==> config.mk <==
export PLATFORM = sky130hd
export DESIGN_NAME = adccu_top
export DESIGN_NICKNAME = d
export VERILOG_FILES = /design/src/common/adccu_pkg.sv /design/src/logic/adccu_top.sv
export SDC_FILE = /design/constraint.sdc
export NUM_CORES = 1
export LEC_CHECK = 0
export BUFFER_PORTS_ARGS = -buffer_cell sky130_fd_sc_hd__buf_2
export CAP_MARGIN = 5
export CORE_MARGIN = 1
export CORE_UTILIZATION = 40
export DETAILED_ROUTE_END_ITERATION = 10
export SETUP_SLACK_MARGIN = 0.2
export SLEW_MARGIN = 20
export SYNTH_ARGS = -nofsm -noshare
export SYNTH_HDL_FRONTEND = slang
export SYNTH_SLANG_ARGS = --single-unit
==> constraint.sdc <==
create_clock -name ref_clk -period 3.1 [get_ports ref_clk]
set_input_delay 0.465 -clock ref_clk [delete_from_list [all_inputs] [get_ports ref_clk]]
set_output_delay 0.465 -clock ref_clk [all_outputs]
set_load 0.1 [all_outputs]
==> src/common/adccu_pkg.sv <==
/*
 * Constants, register map and state types of the SAR converter control unit.
 * Assumes a 32-bit APB slave port with one aligned word per register.
 */
package adccu_pkg;
    // ------------------------------------------------------------
    // Register indexes (byte address is four times the index)
    // ------------------------------------------------------------
    localparam logic [7:0] IDX_PAIR = 8'hba;
    localparam logic [7:0] IDX_CHAN = 8'hbb;
    localparam logic [7:0] IDX_CFG = 8'hbc;
    localparam logic [7:0] IDX_RES_LO = 8'hbe;
    localparam logic [7:0] IDX_RES_HI = 8'hbf;
    localparam logic [7:0] IDX_CTRL = 8'he8;
    localparam int ADDR_LSB = 2;
    // ------------------------------------------------------------
    // Reset values
    // ------------------------------------------------------------
    localparam logic [7:0] RST_CFG = 8'hf8;
    localparam logic [7:0] RST_ZERO = 8'h00;
    // ------------------------------------------------------------
    // Control register bit positions
    // ------------------------------------------------------------
    localparam int B_EN = 7;
    localparam int B_TM = 6;
    localparam int B_DONE = 5;
    localparam int B_BUSY = 4;
    localparam int B_MODE_HI = 3;
    localparam int B_MODE_LO = 2;
    localparam int B_WIN = 1;
    localparam int B_LJST = 0;
    // Configuration register fields
    localparam int B_DIV_HI = 7;
    localparam int B_DIV_LO = 3;
    localparam int B_GAIN_HI = 2;
    localparam int B_GAIN_LO = 0;
    // ------------------------------------------------------------
    // Start modes, gain codes and timing
    // ------------------------------------------------------------
    localparam logic [1:0] MODE_SW = 2'h0;
    localparam logic [1:0] MODE_T3 = 2'h1;
    localparam logic [1:0] MODE_EXT = 2'h2;
    localparam logic [1:0] MODE_T2 = 2'h3;
    localparam int TRACK_SAR_CLOCKS = 3;
    localparam int CONV_SAR_CLOCKS = 16;
    localparam int RES_W = 10;
    typedef enum logic [2:0] {
        ST_IDLE = 3'b001,
        ST_TRACK = 3'b010,
        ST_CONV = 3'b100
    } adccu_state_e_t;
    // One-hot gain select: 1, 2, 4, 8, 16, 0.5
    typedef enum logic [5:0] {
        G_X1 = 6'b000001,
        G_X2 = 6'b000010,
        G_X4 = 6'b000100,
        G_X8 = 6'b001000,
        G_X16 = 6'b010000,
        G_HALF = 6'b100000
    } adccu_gain_t;
    typedef struct packed {
        logic [2:0] pos;
        logic [2:0] neg;
        logic diff;
        logic temp;
    } adccu_mux_t;
    typedef struct packed {
        logic [3:0] pair;
        logic [3:0] chan;
        logic [7:0] cfg;
        logic [7:0] res_lo;
        logic [7:0] res_hi;
        logic en;
        logic tm;
        logic done;
        logic busy;
        logic [1:0] mode;
        logic win;
        logic ljst;
        adccu_state_e_t st;
        logic [4:0] div_cnt;
        logic sar_clk;
        logic [4:0] cnt;
        logic ext_s1;
        logic ext_s2;
        logic ext_s3;
        logic tracking;
        adccu_mux_t mux;
        adccu_gain_t gain;
        logic pready;
        logic pslverr;
        logic [31:0] prdata;
    } adccu_regs_t;
endpackage

==> src/logic/adccu_top.sv <==
/*
 * Control unit of a 10-bit SAR converter: APB registers, mux and gain
 * decode, SAR clock divider, start sources, tracking and result format.
 * Assumes the analog core converts while sar_convert is high and holds its
 * raw code on sar_raw when sar_convert falls; window limits come in as ports.
 */
// Decided for this implementation: register access over APB.
`timescale 1ns/1ns
// Functional notes
// - Enable bit powers converter, tracker, amplifier
// - Pair bits make even/odd inputs differential
// - Differential results two's complement, single unsigned
// - Channel code selects input, pair, or sensor
// - Upper nibbles of mux registers read zero
// - SAR clock is system clock over div+1
// - Gain code maps to six gains
// - Start mode picks write, timers, external edge
// - Low-power start tracks three SAR clocks
// - External low-power mode tracks while input low
// - Normal mode tracks except during conversion
// - Busy shows conversion; write one starts mode 00
// - Done flag set on busy fall at conversion end (not when disable drops busy), sticky
// - Window flag sticky until software clears
// - Justify bit selects right or left placement
// - Right justify layout with sign extension
// - Left justify layout, low six bits zero
// - Single-ended right justify upper bits zero
// - Conversion lasts sixteen SAR clocks
// - Window compare in or out of limits
module adccu_top
    import adccu_pkg::*;
#(
    parameter int ADDR_W = 10,
    parameter int TRACK_CLOCKS = TRACK_SAR_CLOCKS,
    parameter int CONV_CLOCKS = CONV_SAR_CLOCKS
)
(
    input wire logic ref_clk,
    input wire logic reset_n,
    input wire logic psel,
    input wire logic penable,
    input wire logic pwrite,
    input wire logic [ADDR_W-1:0] paddr,
    input wire logic [31:0] pwdata,
    output logic [31:0] prdata,
    output logic pready,
    output logic pslverr,
    input wire logic timer3_ovf,
    input wire logic timer2_ovf,
    input wire logic ext_convert_start,
    input wire logic [RES_W-1:0] sar_raw,
    input wire logic [15:0] win_gt_limit,
    input wire logic [15:0] win_lt_limit,
    output logic conv_enable,
    output logic track_hold,
    output logic sar_convert,
    output logic sar_conv_clock,
    output adccu_mux_t mux_sel,
    output adccu_gain_t gain_sel
);
    // ------------------------------------------------------------
    // Elaboration checks
    // ------------------------------------------------------------
    if (ADDR_W < 10 || TRACK_CLOCKS < 1 || TRACK_CLOCKS > 32 ||
        CONV_CLOCKS < 1 || CONV_CLOCKS > 32)
    begin : g_bad_param
        $error("adccu_top: unsupported parameter value");
    end
    localparam logic [4:0] TRACK_LAST = 5'(TRACK_CLOCKS - 1);
    localparam logic [4:0] CONV_LAST = 5'(CONV_CLOCKS - 1);

    adccu_regs_t r;
    adccu_regs_t next_r;
    logic [7:0] idx;
    logic [7:0] wbyte;
    logic wr;
    logic [4:0] div;
    logic tick;
    logic ext_rise;
    logic sw_start;
    logic start_ev;
    logic conv_end;
    logic [RES_W-1:0] res;
    logic [7:0] new_hi;
    logic [7:0] new_lo;
    logic [15:0] word;
    logic gt_hit;
    logic lt_hit;
    logic win_hit;
    logic [2:0] n;

    assign idx = paddr[ADDR_LSB +: 8];
    assign wbyte = pwdata[7:0];
    assign wr = psel && penable && r.pready && pwrite;
    assign div = r.cfg[B_DIV_HI:B_DIV_LO];
    assign tick = (r.div_cnt == div);
    assign ext_rise = r.ext_s2 && !r.ext_s3;
    assign sw_start = wr && idx == IDX_CTRL && wbyte[B_BUSY] && r.mode == MODE_SW;
    assign conv_end = r.st == ST_CONV && tick && r.cnt == CONV_LAST;
    // Differential raw codes are offset binary; flip the MSB for two's complement
    assign res = r.mux.diff ? {~sar_raw[RES_W-1], sar_raw[RES_W-2:0]} : sar_raw;
    assign word = {new_hi, new_lo};
    assign n = r.chan[2:0];

    always_comb
    begin
        case (r.mode)
            MODE_SW: start_ev = sw_start;
            MODE_T3: start_ev = timer3_ovf;
            MODE_EXT: start_ev = ext_rise;
            default: start_ev = timer2_ovf;
        endcase
        start_ev = start_ev && r.en && r.st == ST_IDLE;
        if (r.ljst)
        begin
            new_hi = res[RES_W-1:2];
            new_lo = {res[1:0], 6'h00};
        end
        else
        begin
            new_lo = res[7:0];
            new_hi = {{6{r.mux.diff & res[RES_W-1]}}, res[RES_W-1:8]};
        end
        if (r.mux.diff)
        begin
            gt_hit = $signed(word) > $signed(win_gt_limit);
            lt_hit = $signed(word) < $signed(win_lt_limit);
            win_hit = ($signed(win_lt_limit) > $signed(win_gt_limit)) ?
                      (gt_hit && lt_hit) : (gt_hit || lt_hit);
        end
        else
        begin
            gt_hit = word > win_gt_limit;
            lt_hit = word < win_lt_limit;
            win_hit = (win_lt_limit > win_gt_limit) ? (gt_hit && lt_hit) : (gt_hit || lt_hit);
        end
    end

    always_comb
    begin
        next_r = r;
        // --------------------------------------------------------
        // Synchroniser and SAR clock divider
        // --------------------------------------------------------
        next_r.ext_s1 = ext_convert_start;
        next_r.ext_s2 = r.ext_s1;
        next_r.ext_s3 = r.ext_s2;
        next_r.div_cnt = tick ? 5'h00 : r.div_cnt + 5'h01;
        next_r.sar_clk = next_r.div_cnt <= (div >> 1);
        // --------------------------------------------------------
        // APB slave
        // --------------------------------------------------------
        next_r.pready = 1'b0;
        if (psel && penable && !r.pready)
        begin
            next_r.pready = 1'b1;
            next_r.pslverr = 1'b0;
            next_r.prdata = 32'h0000_0000;
            if (idx == IDX_PAIR)
                next_r.prdata[7:0] = {4'h0, r.pair};
            else if (idx == IDX_CHAN)
                next_r.prdata[7:0] = {4'h0, r.chan};
            else if (idx == IDX_CFG)
                next_r.prdata[7:0] = r.cfg;
            else if (idx == IDX_RES_LO)
                next_r.prdata[7:0] = r.res_lo;
            else if (idx == IDX_RES_HI)
                next_r.prdata[7:0] = r.res_hi;
            else if (idx == IDX_CTRL)
                next_r.prdata[7:0] = {r.en, r.tm, r.done, r.busy, r.mode, r.win, r.ljst};
            else
                next_r.pslverr = 1'b1;
        end
        if (wr)
        begin
            if (idx == IDX_PAIR)
                next_r.pair = wbyte[3:0];
            else if (idx == IDX_CHAN)
                next_r.chan = wbyte[3:0];
            else if (idx == IDX_CFG)
                next_r.cfg = wbyte;
            else if (idx == IDX_RES_LO)
                next_r.res_lo = wbyte;
            else if (idx == IDX_RES_HI)
                next_r.res_hi = wbyte;
            else if (idx == IDX_CTRL)
            begin
                next_r.en = wbyte[B_EN];
                next_r.tm = wbyte[B_TM];
                next_r.done = wbyte[B_DONE];
                next_r.mode = wbyte[B_MODE_HI:B_MODE_LO];
                next_r.win = wbyte[B_WIN];
                next_r.ljst = wbyte[B_LJST];
            end
        end
        // --------------------------------------------------------
        // Conversion sequencer
        // --------------------------------------------------------
        case (r.st)
            ST_IDLE:
            begin
                next_r.cnt = 5'h00;
                if (start_ev)
                begin
                    next_r.busy = 1'b1;
                    next_r.st = (r.tm && r.mode != MODE_EXT) ? ST_TRACK : ST_CONV;
                end
            end
            ST_TRACK:
            begin
                if (tick)
                begin
                    next_r.cnt = r.cnt + 5'h01;
                    if (r.cnt == TRACK_LAST)
                    begin
                        next_r.cnt = 5'h00;
                        next_r.st = ST_CONV;
                    end
                end
            end
            ST_CONV:
            begin
                if (tick)
                    next_r.cnt = r.cnt + 5'h01;
                if (conv_end)
                begin
                    next_r.st = ST_IDLE;
                    next_r.busy = 1'b0;
                    next_r.done = 1'b1;
                    next_r.res_hi = new_hi;
                    next_r.res_lo = new_lo;
                    if (win_hit)
                        next_r.win = 1'b1;
                end
            end
            default:
            begin
                next_r.st = ST_IDLE;
            end
        endcase
        if (!r.en)
        begin
            next_r.st = ST_IDLE;
            next_r.busy = 1'b0;
        end
        // --------------------------------------------------------
        // Analog front end controls
        // --------------------------------------------------------
        if (!next_r.en)
            next_r.tracking = 1'b0;
        else if (!next_r.tm)
            next_r.tracking = next_r.st != ST_CONV;
        else
            next_r.tracking = next_r.st == ST_TRACK ||
                (next_r.st == ST_IDLE && next_r.mode == MODE_EXT && !r.ext_s2);
        next_r.mux.temp = r.chan[3];
        next_r.mux.diff = !r.chan[3] && r.pair[n[2:1]];
        next_r.mux.pos = next_r.mux.diff ? {n[2:1], 1'b0} : n;
        next_r.mux.neg = next_r.mux.diff ? {n[2:1], 1'b1} : n;
        case (r.cfg[B_GAIN_HI:B_GAIN_LO])
            3'h0: next_r.gain = G_X1;
            3'h1: next_r.gain = G_X2;
            3'h2: next_r.gain = G_X4;
            3'h3: next_r.gain = G_X8;
            3'h4, 3'h5: next_r.gain = G_X16;
            default: next_r.gain = G_HALF;
        endcase
    end

    always_ff @(posedge ref_clk or negedge reset_n)
    begin
        if (!reset_n)
        begin
            r <= '0;
            r.cfg <= RST_CFG;
            r.st <= ST_IDLE;
            r.gain <= G_X1;
            r.sar_clk <= 1'b1;
        end
        else
            r <= next_r;
    end

    assign prdata = r.prdata;
    assign pready = r.pready;
    assign pslverr = r.pslverr;
    assign conv_enable = r.en;
    assign track_hold = r.tracking;
    assign sar_convert = r.st[2];
    assign sar_conv_clock = r.sar_clk;
    assign mux_sel = r.mux;
    assign gain_sel = r.gain;

    // ------------------------------------------------------------
    // Assertions
    // ------------------------------------------------------------
    property p_done_on_fall;
        @(posedge ref_clk) disable iff (!reset_n) $fell(r.busy) && r.en |-> r.done;
    endproperty
    a_done_on_fall: assert property (p_done_on_fall) else $error("done not set");
    property p_disable_idle;
        @(posedge ref_clk) disable iff (!reset_n)
            !r.en ##1 !r.en |-> r.st == ST_IDLE && !r.busy && !track_hold;
    endproperty
    a_disable_idle: assert property (p_disable_idle) else $error("disabled not idle");
    property p_nibble_zero;
        @(posedge ref_clk) disable iff (!reset_n)
            r.pready && (idx == IDX_PAIR || idx == IDX_CHAN) |-> prdata[7:4] == 4'h0;
    endproperty
    a_nibble_zero: assert property (p_nibble_zero) else $error("upper nibble set");
    property p_sw_start;
        @(posedge ref_clk) disable iff (!reset_n) sw_start && r.en && r.st == ST_IDLE |=> r.busy;
    endproperty
    a_sw_start: assert property (p_sw_start) else $error("write did not start");
    property p_conv_len;
        @(posedge ref_clk) disable iff (!reset_n)
            r.st == ST_CONV && $past(r.st) != ST_CONV |-> r.cnt == 5'h00;
    endproperty
    a_conv_len: assert property (p_conv_len) else $error("conversion count");
    property p_conv_end;
        @(posedge ref_clk) disable iff (!reset_n)
            $fell(sar_convert) && r.en |-> $past(r.cnt) == CONV_LAST && $past(tick);
    endproperty
    a_conv_end: assert property (p_conv_end) else $error("busy fell in conversion");
    property p_track_len;
        @(posedge ref_clk) disable iff (!reset_n)
            r.st == ST_TRACK && r.en ##1 r.st == ST_CONV |-> $past(r.cnt) == TRACK_LAST;
    endproperty
    a_track_len: assert property (p_track_len) else $error("tracking length");
    property p_right_se;
        @(posedge ref_clk) disable iff (!reset_n)
            conv_end && r.en && !r.ljst && !r.mux.diff |=> r.res_hi[7:2] == 6'h00;
    endproperty
    a_right_se: assert property (p_right_se) else $error("high byte not zero");
    property p_left_low;
        @(posedge ref_clk) disable iff (!reset_n) conv_end && r.en && r.ljst |=> r.res_lo[5:0] == 6'h00;
    endproperty
    a_left_low: assert property (p_left_low) else $error("low bits not zero");
    property p_ext_once;
        @(posedge ref_clk) disable iff (!reset_n)
            ext_rise |-> $past(ext_convert_start, 2) && !$past(ext_convert_start, 3)
            ##1 !ext_rise;
    endproperty
    a_ext_once: assert property (p_ext_once) else $error("double edge");
    property p_normal_track;
        @(posedge ref_clk) disable iff (!reset_n) r.en && !r.tm && r.st == ST_CONV |-> !track_hold;
    endproperty
    a_normal_track: assert property (p_normal_track) else $error("tracked while converting");
    c_sw_conv: cover property (@(posedge ref_clk) disable iff (!reset_n) sw_start ##[1:600] conv_end);
    c_lp_track: cover property (@(posedge ref_clk) disable iff (!reset_n) r.st == ST_TRACK ##1 r.st == ST_CONV);
    c_win_hit: cover property (@(posedge ref_clk) disable iff (!reset_n) conv_end && win_hit);
endmodule

# Yosys cells after proc, flatten, opt, wreduce, memory -nomap -nowiden
# Index checks and enable logic that the tools add are counted.
# totals
regBits,82
word_cells,174
in_bits,92
output_inout_bits,52
# op_classes
reduce_logical,35
muxes,65
n_eq_ne,29
bitwise,7
magnitude_cmp,8
n_addsub,2
# op_table
op,n
2-to-1 mux 8 bit,10
2-to-1 mux 19 bit,4
> comparator 16 bit,4
equality test 8 bit (second input constant),6
2-to-1 mux 34 bit,1
< comparator 16 bit,2
2-to-1 mux 16 bit,2
case mux 6 bit (5 select lines),1
2-to-1 mux 4 bit,7
2-to-1 mux 3 bit,8
2-to-1 mux 1 bit,20
2-to-1 mux 5 bit,4
logical AND 1 bit,18
case mux 5 bit (3 select lines),1
equality test 3 x 2 -> 1 bit (second input constant),4
2-to-1 mux 11 bit,1
adder 5 x 1 -> 5 bit (second input constant),2
2-to-1 mux 10 bit,1
equality test 3 x 1 -> 1 bit (second input constant),3
equality test 3 bit (second input constant),3
!= test 3 bit (second input constant),3
case mux 3 bit (3 select lines),1
AND reduction 3 bit,3
AND reduction 7 bit,1
other kinds (23),36

# Logic depth before layout (Yosys ltp)
# logic_depth
ltp_word,18
ltp_mapped,13
mapped_depth_nobuf,13

# Least setup slack after synthesis
# OpenSTA, ideal clock, no wires.
# synth_timing
kind,input-to-reg
from,input sar_raw[9]
to,register r[67] (netlist name)
setup_ps,128
arrival_ps,2633
setup_slack_ps,339
path_buffers,0
path_stages,12
required_time_ps,2972
path_cell_list,inv_1 ha_1 mux2i_1 ha_1 a211o_1 o211ai_2 a21oi_1 o41a_1 o211ai_1 o211ai_2 a21oi_2 o31ai_2
# synth_rtl
element,line_no,text
from (decl),adccu_top.sv:51,"input wire logic [RES_W-1:0] sar_raw,"
to (signal assigned),adccu_top.sv:281,r <= next_r;
to (decl),adccu_top.sv:72,adccu_regs_t r;

==> impl_results.md <==
- Drt wl/cell: around 15 um
- Clock Latency Late Sink: 340 ps
- TritonCTS Buffers: 9
- Total congestion overflow: 0
- Combinational power share: ~25%
- Share of cells above drive strength 1: 27.16%
- PwrDens: between 400 and 500 nW/um^2
- Worst EP arrival: 2980 ps
- CTS HTree Levels: 3
- CTS max path bufs: 2
- First-pass DRT Iterations: 4
- Total track usage: 19.09%
- DR iter-0 viols: 264
- Remaining DRCs: 0
- Total number of vias: 4486
- Final ANT Viol Nets: 0
- Post-layout util: 47.55%
- Filler cells: roughly 1.3k
- Antenna diode count: 0
- Req. time, crit path: ~3300 ps
- Clk pwr share: between 30% and 40%
- I/O Buffers: 93
- Average cell area after synthesis: 9.306 um^2
- RSZ-0062 raised after global routing: no
- Final Hold Vio Count: 0
- Yosys warning count: 0
- Global placer's final weighted congestion: 0.9424
- Reg-to-Reg Start: r[66]
- Row count: 43
- Share of power burned in registers: 36.3%
- Syn-to-layout area delta: 16.21%
- Global-route wire length before repair: between 20000 and 25000 um
- Netlist cell types: 73
- DR WL met3: 584 um
- Top sig layer: met4
- Cell count after synthesis: 608
- Initial Util: slightly above 40%
- Largest net degree at the start of global routing: 81
- Die Ht: 120.9 um
- Worst clock skew: 6.794 ps
- Chip width: between 100 and 150 um
- Area contributors post-synth: dfrtp_1, ha_1, buf_4
- Final Net Count: 839
- Slew Limit Fails: 0
- Clock Sink Count: 80
- NetSw: 1.052 mW
- Vias in the first global route: ~4.5k
- Sw frac: 32.42%
- Wl on met1: approximately 6300 um
- Max transition margin: between 60% and 70%
- WL met2: between 6000 and 7000 um
- Count leader, synth: dfrtp_1
- Sum Neg Setup Slack: 0 ps
- Hold crit path type: input port to async pin
- Cell Area, Synth: about 5700 um^2
- Outcome: finished, final reports clean
- Post-DR vias/cell: between 5 and 6
- Setup crit end kind: register
- Maximum clock frequency: approximately 0.36 GHz
- Internal: 2.193 mW
- Flops & latches, synth: 80
- Final WS setup: 340.9 ps
- Tightest Pin Transition: 576.7 ps
- Reg2reg end: r[67]
- Tcrit/Tclk final: 89.00%
- Die Area: 14620 um^2
- R2R cell count: 11
- Post-detailed-routing wire length: ~13000 um
- Clk slew on worst S/H paths: 60 ps
- Top_reg_cell synth: dfrtp_1
- Most frequent cells after synthesis: dfrtp_1, ha_1, inv_1, nand2_1, buf_4
- Worst vdd ir: about 250 uV
- IO Pins: 144
- Setup WS pre-CTS: 67.13 ps
- Crit path max fanout: 6
- Initial antenna violation count: 0
- CTS root buf: clkbuf_16
- Synth area leader: dfrtp_1
- Critical setup path kind: register to register
- Post-synthesis sequential area ratio: 35.56%
- Max Cap Viol: 0
- Post-synth top area share: 31.84%
- Core ar.: 13830 um^2
- Fraction of registers with async set/reset: 100.0%
- Startpoint types: register
- Worst R2R Setup Slack: 340 ps
- Leak: 3.334 nW
- TritonCTS clock tree: built
- DP HPWL: 10650 um
- Setup violators final: 0
- Final min period: about 2800 ps
- Post-synth EDFFs: 0
[worst max-delay path by stage]
stage | depth (start not counted) | start | endpoint
2_1_floorplan | 12 | sar_raw[9] | r[67]
3_3_place_gp | 13 | sar_raw[9] | r[67]
3_5_place_dp | 13 | sar_raw[9] | r[67]
4_1_cts | 11 | r[66] | r[67]
5_1_grt | 12 | mux_sel[1] | r[67]
6_report | 11 | r[66] | r[67]
[sequential cells by signal, indices dropped and copies added, names as in the netlist]
| register | count |
|---|---|
| n | 3 |
| pready | 1 |
| sar_convert | 1 |
| pslverr | 1 |
| gain_sel | 6 |
| div | 5 |
| conv_enable | 1 |
| mux_sel | 6 |
| track_hold | 1 |
| sar_conv_clock | 1 |
| prdata | 8 |
| r | 43 |
| next_r | 3 |
[cells in the final DEF, fill, tap and decap left out, drive strengths merged, types with 8 or more instances in the layout]
cell    count
a21oi      35
a31oi       8
buf       108
clkbuf     11
conb       24
dfrtp      72
dfstp       8
ha         56
inv        55
mux2       21
mux2i      21
nand2      53
nand2b     13
nand3      15
nor2       46
nor2b      14
o21ai      32
[repair_timing]
action                     CTS  global route
gates resized for setup      0            17
setup endpoints to repair    0             1
buffers inserted             0             3
hold buffers                 0             0
[worst max-delay path, cell delays in order (launching register included)]
cell      delay, ps
dfrtp_2         430
buf_4           130
mux2_2          370
ha_1            290
nand2_1         120
nor4_4           70
a21boi_2        150
o41a_1          450
o211ai_1        280
o211ai_2        130
a21oi_2         150
o31ai_2          60
[routing by layer]
metal	vias up	GRT usage, %
met3	18	2.585
met2	123	32.11
li1	2238	-
met1	2107	25.09
met4	0	6.559
met5	-	0
[area by class of cell]
type                            count  area (um^2)  area share [%]
Timing Repair Buffer              108        590.6           8.982
Inverter                           56        210.2           3.197
Tap cell                          180        225.2           3.425
Clock inverter                      5        102.6           1.560
Multi-Input combinational cell    436         3181           48.37
Sequential cell                    80         2013           30.62
Clock buffer                       11        252.7           3.844
[stage by stage]
stage	hold slack, ps	instances	area (um^2)	power, mW
2_1_floorplan	169.4	631	5744	1.855
3_3_place_gp	334.5	856	6112	1.987
3_5_place_dp	351.1	856	6112	2.010
4_1_cts	217.0	872	6467	3.266
5_1_grt	119.0	876	6575	3.393
6_report	80.01	876	6575	3.245
[kinds of logic (layout without fill, tap and decap cells)]
logic type,Yosys count,count (layout),synth area share (%)
mux,43,43,8.293
simple gates,178,178,16.41
flops,80,80,35.56
compound gates,127,127,15.13
xor+xnor,8,8,1.238
other cells,1,24,0.06628
fa+ha+maj,56,56,12.38
buf+inv,115,180,10.92
[power groups by stage]
stage                     sequential, mW  clock (mW)  combinational, mW
final                               1.18        1.24              0.822
after global routing                1.19        1.31              0.900
after floorplan                     1.25           0              0.600
after global placement              1.20           0              0.791
after detailed placement            1.20           0              0.812
after CTS                           1.18        1.27              0.816
(Power assumes the default switching activity.)
